[src/shared/dpra_pkg.sv]
// Shared constants, register map and carrier types of the pattern register block
`default_nettype none

package dpra_pkg;

    // ********************************
    // Register offsets (byte addresses on APB)
    // ********************************
    localparam logic [11:0] OFS_MODE3 = 12'h000;  // third_mode_register
    localparam logic [11:0] OFS_BURST = 12'h004;  // burst_mode_register
    localparam logic [11:0] OFS_LAT   = 12'h008;  // latency settings
    localparam logic [11:0] OFS_STS   = 12'h00C;  // sticky status, write one to clear
    localparam logic [11:0] OFS_PAT   = 12'h010;  // pattern readback, read only

    // ********************************
    // Field positions
    // ********************************
    localparam int MODE3_PAGE_LSB = 0;
    localparam int MODE3_EN_BIT   = 2;
    localparam int MODE3_FMT_LSB  = 11;
    localparam int BURST_LSB      = 0;
    localparam int LAT_W          = 6;
    localparam int LAT_AL_LSB     = 0;
    localparam int LAT_CL_LSB     = 8;
    localparam int LAT_PL_LSB     = 16;
    localparam int LAT_PEN_BIT    = 24;
    localparam int LAT_X16_BIT    = 28;
    localparam int STS_W          = 5;
    localparam int STS_ADDR       = 0;
    localparam int STS_FGR        = 1;
    localparam int STS_PAGE       = 2;
    localparam int STS_A12        = 3;
    localparam int STS_FMT        = 4;
    localparam int STS_BUSY_BIT   = 8;

    // ********************************
    // Reset values
    // ********************************
    localparam logic             MODE_EN_RST = 1'b0;
    localparam logic [1:0]       PAGE_RST    = 2'b00;
    localparam logic [1:0]       FMT_RST     = 2'b00;
    localparam logic [1:0]       BURST_RST   = 2'b00;
    localparam logic [LAT_W-1:0] AL_RST      = 6'h00;
    localparam logic [LAT_W-1:0] CL_RST      = 6'h0A;
    localparam logic [LAT_W-1:0] PL_RST      = 6'h00;
    localparam logic             PEN_RST     = 1'b0;
    localparam logic             X16_RST     = 1'b1;
    localparam logic [7:0]       PAT_RST     = 8'h00;

    // ********************************
    // Encodings and burst shape
    // ********************************
    localparam logic [1:0] FMT_SERIAL   = 2'b00;
    localparam logic [1:0] FMT_PARALLEL = 2'b01;
    localparam logic [1:0] FMT_STAGGER  = 2'b10;
    localparam logic [1:0] FMT_RSVD     = 2'b11;
    localparam logic [1:0] BL_FIXED8    = 2'b00;
    localparam logic [1:0] BL_OTF       = 2'b01;
    localparam logic [1:0] BL_FIXED4    = 2'b10;
    localparam logic [1:0] PAGE_ZERO    = 2'b00;
    localparam int         PAT_W        = 8;
    localparam int         LOCS         = 4;
    localparam int         DQ_W         = 16;
    localparam logic [2:0] LAST_BEAT    = 3'h7;
    localparam logic [2:0] CHOP_BEATS   = 3'h4;

    // ********************************
    // Carrier types
    // ********************************
    typedef enum logic [2:0] {
        CMD_NOP, CMD_RD, CMD_RDA, CMD_WR, CMD_WRA, CMD_REF, CMD_REF_FGR
    } dpra_cmd_kind_t;

    typedef struct packed {
        dpra_cmd_kind_t kind;
        logic [1:0]     bg;
        logic [1:0]     ba;
        logic [13:0]    addr;
    } dpra_cmd_t;

    typedef struct packed {
        logic        psel;
        logic        penable;
        logic        pwrite;
        logic [11:0] paddr;
        logic [31:0] pwdata;
    } dpra_apb_req_t;

    typedef struct packed {
        logic [31:0] prdata;
        logic        pready;
        logic        pslverr;
    } dpra_apb_rsp_t;

    typedef struct packed {
        logic       valid;
        logic [1:0] loc;
        logic       chop;
        logic       upper;
        logic       blank;
    } dpra_slot_t;

endpackage : dpra_pkg

`default_nettype wire

[src/hdl/dpra_lane_bit.sv]
// One DQ lane: picks the pattern bit for a beat in the selected readout format
`timescale 1ns/1ps
`default_nettype none

module dpra_lane_bit #(
    parameter int LANE = 0
) (
    input  wire logic [dpra_pkg::LOCS*dpra_pkg::PAT_W-1:0] pats,
    input  wire logic [1:0]                                fmt,
    input  wire logic [1:0]                                loc,
    input  wire logic [2:0]                                beat,
    output logic                                           bit_o
);
    import dpra_pkg::*;

    localparam logic [1:0] NIB_OFS  = 2'(LANE % 4);
    localparam logic [2:0] BYTE_OFS = 3'(LANE % 8);

    logic [1:0] stag_loc;

    // Offset wraps over four locations; upper lanes reuse lower offsets
    assign stag_loc = loc + NIB_OFS;

    // Reserved code yields zero; it is never scheduled
    always_comb begin
        unique case (fmt)
            FMT_SERIAL:   bit_o = pats[{loc, beat}];
            FMT_PARALLEL: bit_o = pats[{2'b00, BYTE_OFS}];
            FMT_STAGGER:  bit_o = pats[{stag_loc, beat}];
            FMT_RSVD:     bit_o = 1'b0;
        endcase
    end

endmodule : dpra_lane_bit

`default_nettype wire

[src/hdl/dpra_pattern_regs.sv]
// Pattern register logic: APB mode registers, command decode, read scheduling, DQ drive
// How it works
// - Staggered read to location k drives lane i from location (k+i) mod 4.
// - Upper nibble repeats lower nibble in serial and staggered formats; on x16 the upper byte copies the lower.
// - Back-to-back pattern reads give contiguous bursts, no idle beats between.
// - Chopped reads return beats 0..3, or 4..7 with A2 high; last four beats are not driven.
// - Parity delay is added to read latency when parity mode is enabled.
// - Pattern write stores A[7:0] into the page-0 location, bit per beat.
// - Written patterns are kept until reset re-initialises the block.
// - BA1:BA0 pick location 0..3 on writes; A10, BG1, BG0 ignored.
// - In pattern mode page-0 reads and writes go to the pattern locations; other pages read as zero and refuse writes.
// - Format field: 00 serial, 01 parallel, 10 staggered, 11 reserved.
// - Read data starts read latency (additive plus CAS) after the command.
`timescale 1ns/1ps
`default_nettype none

module dpra_pattern_regs #(
    parameter int RL_DEPTH = 128
) (
    input  wire logic                    mclk,
    input  wire logic                    rst,
    input  wire dpra_pkg::dpra_apb_req_t apb_req,
    output var  dpra_pkg::dpra_apb_rsp_t apb_rsp,
    input  wire dpra_pkg::dpra_cmd_t     cmd,
    output logic [dpra_pkg::DQ_W-1:0]    dq,
    output logic [dpra_pkg::DQ_W-1:0]    dq_oe
);
    import dpra_pkg::*;

    typedef enum logic {BS_IDLE, BS_BURST} dpra_bstate_t;

    // ********************************
    // Declarations
    // ********************************
    logic                         mode_en_q,  mode_en_d;
    logic [1:0]                   page_q,     page_d;
    logic [1:0]                   fmt_q,      fmt_d;
    logic [1:0]                   blf_q,      blf_d;
    logic [LAT_W-1:0]             al_q,       al_d;
    logic [LAT_W-1:0]             cl_q,       cl_d;
    logic [LAT_W-1:0]             pl_q,       pl_d;
    logic                         pen_q,      pen_d;
    logic                         x16_q,      x16_d;
    logic [STS_W-1:0]             sts_q,      sts_d;
    logic [STS_W-1:0]             sts_set;
    dpra_apb_rsp_t                rsp_q,      rsp_d;
    logic [LOCS-1:0][PAT_W-1:0]   pat_q,      pat_d;
    dpra_slot_t                   slot_q [RL_DEPTH];
    dpra_slot_t                   slot_d [RL_DEPTH];
    dpra_slot_t                   slot_new;
    dpra_slot_t                   tap;
    dpra_bstate_t                 bst_q,      bst_d;
    logic [2:0]                   cnt_q,      cnt_d;
    logic [1:0]                   loc_q,      loc_d;
    logic                         chop_q,     chop_d;
    logic                         upper_q,    upper_d;
    logic                         blank_q,    blank_d;
    logic [DQ_W-1:0]              dq_q,       dq_d;
    logic [DQ_W-1:0]              oe_q,       oe_d;
    logic [DQ_W-1:0]              lane_bits;
    logic [2:0]                   beat_d;
    logic [7:0]                   rl;
    int                           tap_idx;
    logic                         apb_setup;
    logic                         apb_done;

    // ********************************
    // APB slave and mode registers
    // ********************************

    // Zero wait states: pready in the first access cycle
    assign apb_setup = apb_req.psel & ~apb_req.penable;
    assign apb_done  = apb_req.psel & apb_req.penable & rsp_q.pready;

    // Read data is set up in setup; writes land only at the completing edge
    always_comb begin
        mode_en_d = mode_en_q;
        page_d    = page_q;
        fmt_d     = fmt_q;
        blf_d     = blf_q;
        al_d      = al_q;
        cl_d      = cl_q;
        pl_d      = pl_q;
        pen_d     = pen_q;
        x16_d     = x16_q;
        rsp_d     = '0;
        if (apb_setup) begin
            rsp_d.pready = 1'b1;
            unique case (apb_req.paddr)
                OFS_MODE3: begin
                    rsp_d.prdata[MODE3_EN_BIT] = mode_en_q;
                    rsp_d.prdata[MODE3_PAGE_LSB +: 2] = page_q;
                    rsp_d.prdata[MODE3_FMT_LSB +: 2] = fmt_q;
                end
                OFS_BURST: rsp_d.prdata[BURST_LSB +: 2] = blf_q;
                OFS_LAT: begin
                    rsp_d.prdata[LAT_AL_LSB +: LAT_W] = al_q;
                    rsp_d.prdata[LAT_CL_LSB +: LAT_W] = cl_q;
                    rsp_d.prdata[LAT_PL_LSB +: LAT_W] = pl_q;
                    rsp_d.prdata[LAT_PEN_BIT] = pen_q;
                    rsp_d.prdata[LAT_X16_BIT] = x16_q;
                end
                OFS_STS: begin
                    rsp_d.prdata[STS_W-1:0] = sts_q;
                    rsp_d.prdata[STS_BUSY_BIT] = (bst_q == BS_BURST);
                end
                OFS_PAT: rsp_d.prdata = pat_q;
                default: rsp_d.pslverr = 1'b1;
            endcase
        end
        if (apb_done && apb_req.pwrite) begin
            unique case (apb_req.paddr)
                OFS_MODE3: begin
                    mode_en_d = apb_req.pwdata[MODE3_EN_BIT];
                    page_d    = apb_req.pwdata[MODE3_PAGE_LSB +: 2];
                    fmt_d     = apb_req.pwdata[MODE3_FMT_LSB +: 2];
                end
                OFS_BURST: blf_d = apb_req.pwdata[BURST_LSB +: 2];
                OFS_LAT: begin
                    al_d  = apb_req.pwdata[LAT_AL_LSB +: LAT_W];
                    cl_d  = apb_req.pwdata[LAT_CL_LSB +: LAT_W];
                    pl_d  = apb_req.pwdata[LAT_PL_LSB +: LAT_W];
                    pen_d = apb_req.pwdata[LAT_PEN_BIT];
                    x16_d = apb_req.pwdata[LAT_X16_BIT];
                end
                default: ;
            endcase
        end
    end

    // Sticky flags: a set in the clearing cycle wins
    always_comb begin
        sts_d = sts_q | sts_set;
        if (apb_done && apb_req.pwrite && apb_req.paddr == OFS_STS) begin
            sts_d = (sts_q & ~apb_req.pwdata[STS_W-1:0]) | sts_set;
        end
    end

    // Register stage for the bus side
    always_ff @(posedge mclk) begin
        if (rst) begin
            mode_en_q <= MODE_EN_RST;
            page_q    <= PAGE_RST;
            fmt_q     <= FMT_RST;
            blf_q     <= BURST_RST;
            al_q      <= AL_RST;
            cl_q      <= CL_RST;
            pl_q      <= PL_RST;
            pen_q     <= PEN_RST;
            x16_q     <= X16_RST;
            sts_q     <= '0;
            rsp_q     <= '0;
        end else begin
            mode_en_q <= mode_en_d;
            page_q    <= page_d;
            fmt_q     <= fmt_d;
            blf_q     <= blf_d;
            al_q      <= al_d;
            cl_q      <= cl_d;
            pl_q      <= pl_d;
            pen_q     <= pen_d;
            x16_q     <= x16_d;
            sts_q     <= sts_d;
            rsp_q     <= rsp_d;
        end
    end

    // ********************************
    // Command decode, pattern store and read scheduling
    // ********************************

    // Commands come from mclk logic, so no synchroniser
    always_comb begin
        pat_d    = pat_q;
        sts_set  = '0;
        slot_new = '0;
        if (mode_en_q) begin
            unique case (cmd.kind)
                CMD_RD, CMD_RDA: begin
                    // BG and A10 play no part; BA is the start location
                    slot_new.loc   = cmd.ba;
                    slot_new.blank = (page_q != PAGE_ZERO);
                    unique case (blf_q)
                        BL_FIXED4: slot_new.chop = 1'b1;
                        BL_OTF: begin
                            // On-the-fly chop is unsupported; a low A12 still reads BL8
                            slot_new.chop        = 1'b0;
                            sts_set[STS_A12]     = ~cmd.addr[12];
                        end
                        default:   slot_new.chop = 1'b0;
                    endcase
                    slot_new.upper = slot_new.chop & cmd.addr[2];
                    if (cmd.addr[1:0] != 2'b00 || (cmd.addr[2] && !slot_new.chop)) begin
                        sts_set[STS_ADDR] = 1'b1;
                    end
                    if (fmt_q == FMT_PARALLEL && cmd.ba != 2'b00) begin
                        sts_set[STS_ADDR] = 1'b1;
                    end
                    // Reserved format is flagged and the read is dropped
                    sts_set[STS_FMT] = (fmt_q == FMT_RSVD);
                    slot_new.valid   = (fmt_q != FMT_RSVD);
                end
                CMD_WR, CMD_WRA: begin
                    if (page_q == PAGE_ZERO) begin
                        pat_d[cmd.ba] = cmd.addr[PAT_W-1:0];
                    end else begin
                        sts_set[STS_PAGE] = 1'b1;
                    end
                end
                CMD_REF_FGR: sts_set[STS_FGR] = 1'b1;
                default: ;
            endcase
        end
    end

    // Latency line: slot j holds the read taken j+1 edges ago
    always_comb begin
        slot_d[0] = slot_new;
        for (int j = 1; j < RL_DEPTH; j++) begin
            slot_d[j] = slot_q[j-1];
        end
    end

    // Patterns survive all but reset, the re-initialisation
    always_ff @(posedge mclk) begin
        if (rst) begin
            pat_q <= {LOCS{PAT_RST}};
            for (int j = 0; j < RL_DEPTH; j++) begin
                slot_q[j] <= '0;
            end
        end else begin
            pat_q <= pat_d;
            for (int j = 0; j < RL_DEPTH; j++) begin
                slot_q[j] <= slot_d[j];
            end
        end
    end

    // ********************************
    // Burst engine and DQ drive
    // ********************************

    // Latency is capped by the line depth; a zero setting behaves as one cycle
    assign rl      = 8'(al_q) + 8'(cl_q) + (pen_q ? 8'(pl_q) : 8'h00);
    assign tap_idx = (rl == 8'h00) ? 0 : ((int'(rl) > RL_DEPTH) ? RL_DEPTH - 1 : int'(rl) - 1);
    assign tap     = slot_q[tap_idx];

    // A burst due on the last beat of the previous one follows seamlessly
    always_comb begin
        bst_d   = bst_q;
        cnt_d   = cnt_q;
        loc_d   = loc_q;
        chop_d  = chop_q;
        upper_d = upper_q;
        blank_d = blank_q;
        if (tap.valid) begin
            bst_d   = BS_BURST;
            cnt_d   = 3'h0;
            loc_d   = tap.loc;
            chop_d  = tap.chop;
            upper_d = tap.upper;
            blank_d = tap.blank;
        end else begin
            unique case (bst_q)
                BS_IDLE: ;
                BS_BURST: begin
                    if (cnt_q == LAST_BEAT) begin
                        bst_d = BS_IDLE;
                    end else begin
                        cnt_d = cnt_q + 3'h1;
                    end
                end
            endcase
        end
    end

    // Chopped bursts with A2 high start at beat four
    assign beat_d = {upper_d, 2'b00} + cnt_d;

    // One lane selector per DQ bit
    for (genvar i = 0; i < DQ_W; i++) begin : g_lane
        dpra_lane_bit #(
            .LANE (i)
        ) u_lane (
            .pats  (pat_q),
            .fmt   (fmt_q),
            .loc   (loc_d),
            .beat  (beat_d),
            .bit_o (lane_bits[i])
        );
    end

    // Upper byte drives only on x16; chopped tail beats are released
    always_comb begin
        for (int i = 0; i < DQ_W; i++) begin
            oe_d[i] = (bst_d == BS_BURST) && (!chop_d || cnt_d < CHOP_BEATS)
                      && (i < PAT_W || x16_q);
            dq_d[i] = oe_d[i] && !blank_d && lane_bits[i];
        end
    end

    // Register stage for the burst side
    always_ff @(posedge mclk) begin
        if (rst) begin
            bst_q   <= BS_IDLE;
            cnt_q   <= 3'h0;
            loc_q   <= 2'b00;
            chop_q  <= 1'b0;
            upper_q <= 1'b0;
            blank_q <= 1'b0;
            dq_q    <= '0;
            oe_q    <= '0;
        end else begin
            bst_q   <= bst_d;
            cnt_q   <= cnt_d;
            loc_q   <= loc_d;
            chop_q  <= chop_d;
            upper_q <= upper_d;
            blank_q <= blank_d;
            dq_q    <= dq_d;
            oe_q    <= oe_d;
        end
    end

    assign apb_rsp = rsp_q;
    assign dq      = dq_q;
    assign dq_oe   = oe_q;

endmodule : dpra_pattern_regs

`default_nettype wire

[config.mk]
export PLATFORM = sky130hd
export DESIGN_NAME = dpra_pattern_regs
export DESIGN_NICKNAME = d
export VERILOG_FILES = /design/src/shared/dpra_pkg.sv /design/src/hdl/dpra_lane_bit.sv /design/src/hdl/dpra_pattern_regs.sv
export SDC_FILE = /design/constraint.sdc
export NUM_CORES = 2
export LEC_CHECK = 0
export BUFFER_PORTS_ARGS = -buffer_cell sky130_fd_sc_hd__buf_4
export CORE_UTILIZATION = 50
export CTS_BUF_LIST = sky130_fd_sc_hd__clkbuf_4 sky130_fd_sc_hd__clkbuf_8 sky130_fd_sc_hd__clkbuf_16
export DETAILED_ROUTE_END_ITERATION = 12
export MAX_ROUTING_LAYER = met4
export PLACE_DENSITY = 0.67
export SLEW_MARGIN = 25
export SYNTH_ARGS = -nofsm -noshare
export SYNTH_HDL_FRONTEND = slang
export SYNTH_SLANG_ARGS = --single-unit
export TNS_END_PERCENT = 100
[constraint.sdc]
create_clock -name mclk -period 8.2 [get_ports mclk]
set_clock_uncertainty 0.2 [all_clocks]
set_input_delay 2.05 -clock mclk [delete_from_list [all_inputs] [get_ports mclk]]
set_output_delay 2.05 -clock mclk [all_outputs]
set_load 0.05 [all_outputs]
Yosys cells after proc, flatten, opt, wreduce, memory -nomap -nowiden

Memory sizes are Yosys's and may differ from the RTL's.
Cells that the tools add are included.

Register bits after elaboration: 132
Memory bits (writable): 768
Input port bits: 70
Output and inout port bits: 66
Logic and storage cells: 437
Memories kept: 1

Memory list:

| name   | words | bits a word | rd ports | clocked after memory_dff | wr ports | line                    | text |
|---|---|---|---|---|---|---|---|
| slot_q | 128   | 6           | 128      | 0                        | 128      | dpra_pattern_regs.sv:48 | `dpra_slot_t slot_q [RL_DEPTH];` |

$add $sub $neg: 8
Order comparisons: 8
Equality and inequality tests: 16
Muxes and demuxes: 191
Bitwise logic cells: 140
Reduce and logical (&&, ||, !) cells: 47

Operators by type and width:

| operator            | number |
|---|---|
| $mux 6              | 131 |
| $or 1x1->1          | 128 |
| $bwmux 32           | 1 |
| $pmux 1 s4          | 7 |
| $logic_and 1x1->1   | 25 |
| $eq 12x4->1 const B | 2 |
| $lt 5x6->1 const B  | 4 |
| $mux 1              | 24 |
| $bmux 1 s5          | 4 |
| $demux 8 s2         | 1 |
| $mux 7              | 2 |
| $eq 12x3->1 const B | 1 |
| $eq 12x5->1 const B | 1 |
| $logic_not 12->1    | 1 |
| $pmux 2 s3          | 2 |
| $pmux 6 s2          | 1 |
| $mux 5              | 2 |
| $or 5x5->5          | 2 |
| $pmux 2 s5          | 1 |
| $eq 3x3->1 const B  | 3 |
| $mux 3              | 3 |
| $pmux 1 s3          | 3 |
| $add 7x6->8         | 1 |
| $gt 8x8->1 const B  | 1 |
| other kinds (32)    | 59 |

Logic depth before layout (Yosys ltp)

Depth after elaboration: 13
Gate-level depth with buffers: 28
Depth with buffers taken out: 21

Cells and area by module

From an unflattened synthesis, not the netlist that was laid out.

Cells, all modules: 3944
Area, all modules: 39266.4 um^2

Modules (own cells, without submodules):

| module                                | instances | cells an instance | area an instance (um^2) | sequential area each (um^2) |
|---|---|---|---|---|
| dpra_pattern_regs                     | 1         | 3428              | 33555.9                 | 17877.1 |
| dpra_lane_bit (g_lane[13].u_lane ...) | 4         | 35                | 387.9                   | 0.0 |
| dpra_lane_bit (g_lane[11].u_lane ...) | 4         | 35                | 365.4                   | 0.0 |
| dpra_lane_bit (g_lane[0].u_lane ...)  | 4         | 28                | 300.3                   | 0.0 |
| dpra_lane_bit (g_lane[14].u_lane ...) | 2         | 31                | 375.4                   | 0.0 |
| dpra_lane_bit (g_lane[10].u_lane ...) | 2         | 31                | 372.9                   | 0.0 |

Least setup slack after synthesis

OpenSTA, ideal clock, no wires.

Path type: register to register
Start: register pen_q
End: register dq_q[12], in the netlist dq[12]
Setup time: 112 ps
Arrival time: 5529 ps
Required time: 7888 ps
Slack: 2359 ps
Stages on the path, launching flop included: 24
Buffers on the path: 2
Clock period less this slack: 5841 ps
Cell sequence: dfxtp_1 nand2_1 fa_1 inv_1 ha_1 inv_1 fa_1 nand2b_1 a21oi_4 mux2_2 a21o_1 buf_2 nand2_1 buf_2 o31ai_1 or4b_1 nand3_1 o32ai_4 nor4_1 o31ai_1 or3_1 and2_0 mux2_2 a2111oi_1

Cells in the longest elaborated chain, start to end: 13
Elaborated cells between the ends (all ways): 26
Classes of those cells: add/sub: 3; order compare: 2; mux: 12; reduce/logical: 8; memory: 1

Ends and longest elaborated chain:

| element                                                             | line                     | text |
|---|---|---|
| start, declared                                                     | dpra_pattern_regs.sv:42  | `logic pen_q, pen_d;` |
| start signal, assigned                                              | dpra_pattern_regs.sv:161 | `pen_q <= pen_d;` |
| $mux 6 (*)                                                          | dpra_pattern_regs.sv:244 | `assign rl = 8'(al_q) + 8'(cl_q) + (pen_q ? 8'(pl_q) : 8'h00);` |
| $add 7x6->8 (*)                                                     | dpra_pattern_regs.sv:244 |  |
| $sub 7x1->7 or $gt 8x8->1 (tied branches)                           | dpra_pattern_regs.sv:245 | `assign tap_idx = (rl == 8'h00) ? 0 : ((int'(rl) > RL_DEPTH) ? RL_DEPTH - 1 : int'(rl) - 1);` |
| $mux 7                                                              | dpra_pattern_regs.sv:245 |  |
| $mux 7 (*)                                                          | dpra_pattern_regs.sv:245 |  |
| $mem_v2 128x6 (*)                                                   | --                       |  |
| parallel branches: the longest is 6 deep, another holds $add 3x3->3 | --                       |  |
| $logic_and 1x1->1 (*)                                               | dpra_pattern_regs.sv:298 | `dq_d[i] = oe_d[i] && !blank_d && lane_bits[i];` |
| end signal, assigned                                                | dpra_pattern_regs.sv:320 | `dq_q <= dq_d;` |
| end, declared                                                       | dpra_pattern_regs.sv:58  | `logic [DQ_W-1:0] dq_q, dq_d;` |

Every way passes the cells marked *. The select of a mux whose other input is x is not followed.
A chain may end at the register's enable or synchronous reset.

Worst setup path after layout

Start: register pen_q
End: register dq_q[8], in the netlist dq[8]

The elaborated chain is that of the path after synthesis.

==> reports/summary.json <==
{
  "sta": {
    "rsz0062_at_grt": "false",
    "setup_viol_count_final": 0,
    "max_slew.worst_pin.slew_ps": 1150,
    "period_minus_slack_ps": 7470,
    "fin_crit_sh": 0.911,
    "achievable-frequency_ghz": 0.134,
    "max-slew-margin-rel": 0.228,
    "totalNegativeSetupSlack_ps": 0,
    "final_max_slew_viol_count": 0,
    "finalWorstSetupSlack_ps": 733,
    "timing_hold_violations_final": 0
  },
  "clocking": {
    "cts_inserted_buffers": 90,
    "clk-insertion-delay-late_ps": 650,
    "postCtsSetupRepairBufs": 0,
    "ctsHoldBuffers": 0,
    "clockRootBuffer": "clkbuf_16",
    "ctsLongestPathBuffers": 3,
    "cts_tree": "built",
    "post_cts_clock_slew_at_the_launch_and_capture_registers_of_the_worst_setup_and_hold_paths_ps": 60,
    "resized_gates_after_cts": 0,
    "clock_sinks": 893,
    "clock_tree.htree_level_count": 3
  },
  "grt": {
    "antenna_found_initial": 2,
    "grt-ovfl-total": 0,
    "grt_start_max_net_pins": 208,
    "first_global_vias": 26146,
    "global_route_wire_length_before_repair_mm": 148,
    "grt_use_total": 0.274
  },
  "worst_setup_path": {
    "cp_slowest_stage_delay_ps": 720,
    "crit_path_start_kind": "register",
    "cp_class": "register to register",
    "setup.reg_to_reg.worst_slack_ps": 730,
    "worstPathCellList": "nand2_1 > fa_1 > inv_1 > ha_1 > inv_1 > fa_1 > nand2b_1 > a21oi_4 > o32a_1 > nand2_1 > a22oi_2 > nand2_1 > o311ai_0 > a211oi_1 > a211oi_2 > o21a_2 > a221oi_2 > or3_1 > and2_0 > mux2_2 > a2111oi_1",
    "cp-end-kind": "register",
    "critPathMaxFanout": 12,
    "cp.arrival_ps": 7780,
    "critPathMostFrequentCell": "nand2_1",
    "required_ps": 8520,
    "slowest_stage": "a22oi_2"
  },
  "logic_synthesis": {
    "synthesis.area_per_instance_sq_um": 9.57,
    "yosysWarningCount": 0,
    "synthFlopType": "dfxtp_1",
    "synth_largest_area_cell": "dfxtp_1",
    "synth-edff-count": 0,
    "mappedNetlistNets": 3657,
    "synth_top_cells_by_area": "dfxtp_1 (52%), nor2b_1 (14%), nand2_1 (3.7%), mux2i_1 (2.4%), clkbuf_1 (2.0%)",
    "synth_seq_cells": 893,
    "synth_cell_type_count": 99,
    "synth.yosys.seq_area_share": 0.523,
    "synth_async_sr_flop_share": 0,
    "post_synth_inst_count": 3573,
    "synth.cell_area_sq_um": 34200,
    "synth_top_cell_area_share": 0.523
  },
  "detailed_routing": {
    "number_of_antenna_violating_nets_in_the_routed_design": 0,
    "drcViolationCount": 0,
    "route.detailed.vias_per_inst": 5.83,
    "vias_after_detailed_routing": 26449,
    "detail_route.iter0.violations": 2259,
    "drt-wirelength-per-cell_um": 20.6,
    "drt-pass1-iter-count": 5,
    "wire_length_reported_by_the_detailed_router_mm": 93.4
  },
  "die": {
    "starting_density_of_the_core": 0.507,
    "row_count": 95,
    "die_w_um": 264,
    "die-area_sq_um": 69400,
    "i_o_pin_total": 136,
    "die_height_um": 264,
    "core_area_sq_um": 67400
  },
  "layout": {
    "nNetsFinal": 3677,
    "layout-drive-gt1-share": 0.121,
    "area.growth.synth_to_final_pct": 14.1
  },
  "placed_design": {
    "place.port_buffers": 116,
    "dp.final_hpwl_mm": 58.4,
    "place_worst_setup_slack_ps": 832,
    "gp_congestion": 0.897
  },
  "power": {
    "powerDensity_nw_per_um2": 225,
    "power_leakage_nw": 14.9,
    "vdd.ir_drop.worst_mv": 0.172
  },
  "flow_run": {
    "cap_viol_max_count": 0
  },
  "hold_path": {
    "min_path_type": "register to register"
  },
  "run_status": {
    "status": "complete, no violations"
  }
}
## final cells by class
| class | instances | area, sq um |
|---|---|---|
| Antenna cell | 2 | 5.00 |
| Clock buffer | 133 | 2750 |
| Clock inverter | 31 | 427 |
| Fill cell | 5723 | 28400 |
| Inverter | 27 | 101 |
| Multi-Input combinational cell | 2359 | 15000 |
| Sequential cell | 893 | 17900 |
| Tap cell | 873 | 1090 |
| Timing Repair Buffer | 222 | 1770 |
## cells by family (layout without fill, tap and decap cells)
| logic type | after synthesis | after routing | synth area share |
|---|---|---|---|
| buffers and inverters | 321 | 413 | 0.0420 |
| XOR/XNOR | 10 | 10 | 0.00278 |
| multiplexers | 97 | 97 | 0.0303 |
| AND/OR/NAND/NOR | 1596 | 1596 | 0.253 |
| other | 0 | 2 | 0 |
| flip-flops | 893 | 893 | 0.523 |
| adder cells (fa/ha/maj) | 14 | 14 | 0.00666 |
| AO/OA/AOI/OAI | 642 | 642 | 0.143 |
## final timing paths
| check | start | endpoint | cells past startpoint |
|---|---|---|---|
| setup / recovery | pen_q | dq[8] | 21 |
| hold / removal | slot_q[24][5] | slot_q[25][5] | 2 |
| setup reg to reg | pen_q | dq[8] | 21 |
| hold reg to reg | slot_q[24][5] | slot_q[25][5] | 2 |
## Yosys cell counts (38+ instances only)
cell,n
mux2i_1,82
nor3_1,50
nand2_1,339
nand3_1,122
a311oi_1,38
and3_1,98
nor2b_1,763
a21oi_1,101
a211oi_1,71
clkbuf_1,178
o221ai_1,74
o21ai_0,64
nor2_1,131
dfxtp_1,893
buf_2,66
## routing by layer
layer,share of wire,vias up,GRT usage
li1,-,12421,-
met1,0.44,12939,0.358
met5,0,-,-
met2,0.46,904,0.428
met3,0.064,185,0.0438
met4,0.032,0,0.0983
## metrics by stage
stage	hold WS [ps]	std cells	cell area [sq um]	total power, mW	utilization
2_1_floorplan	210	3573	34200	4.50	-
3_3_place_gp	231	4374	35800	4.53	0.531
3_5_place_dp	233	4374	35800	4.53	0.531
4_1_cts	242	4538	39000	8.84	0.579
5_1_grt	265	4540	39000	9.04	0.579
6_report	239	4540	39000	8.79	0.579
## critical path: cells and delay by family, from the launching register on
family          cells  cell delay (ps)
fa+ha+maj           3             1070
flops               1              450
mux                 1              300
buf+inv             2              150
simple gates        6             1530
compound gates      9             3610
## power breakdown
| part | switching [mW] | total, mW | leakage (nW) | internal (mW) |
|---|---|---|---|---|
| combinational | 0.0778 | 0.100 | 6.15 | 0.0224 |
| sequential | 0.000205 | 4.34 | 7.19 | 4.34 |
| clock | 1.73 | 4.35 | 1.60 | 2.62 |
## cell usage in the layout (no fill, tap or decap), types with 8 or more instances in the layout
cell / Yosys / layout
buf_4: 22 / 212
nand2_1: 339 / 338
a21o_1: 13 / 12
o31ai_1: 12 / 11
a211oi_1: 71 / 71
a31oi_1: 27 / 26
a221oi_1: 32 / 32
and2_1: 17 / 16
o22ai_1: 23 / 23
mux2_2: 9 / 9
o221ai_1: 74 / 74
nor2b_1: 763 / 763
dfxtp_1: 893 / 893
clkbuf_8: 0 / 23
o211ai_1: 17 / 17
clkbuf_16: 0 / 92
or3_1: 11 / 11
nor3_1: 50 / 49
clkinv_2: 0 / 14
inv_1: 25 / 25
o21a_1: 9 / 9
a221o_1: 8 / 8
a21oi_1: 101 / 101
bufinv_16: 0 / 9
o21ai_0: 64 / 62
a211o_1: 11 / 11
a311oi_1: 38 / 38
clkbuf_4: 0 / 18
a22oi_1: 23 / 23
nand3_1: 122 / 122
nand3b_1: 8 / 8
mux2i_1: 82 / 82
and3_1: 98 / 98
nor2_1: 131 / 128
nor4_1: 20 / 20
o311ai_0: 13 / 13
## state kept, by name, summed over array words and instances, names as in the netlist, 2 cells and up
register / flops
pat_q: 32
al_q: 6
dq: 16
cnt_q: 3
dq_oe: 2
sts_q: 5
page_q: 2
slot_q: 768
fmt_q: 2
loc_q: 2
pl_q: 6
blf_q: 2
cl_q: 6
apb_rsp: 34
Note: power is estimated with default switching activity, not from simulation.
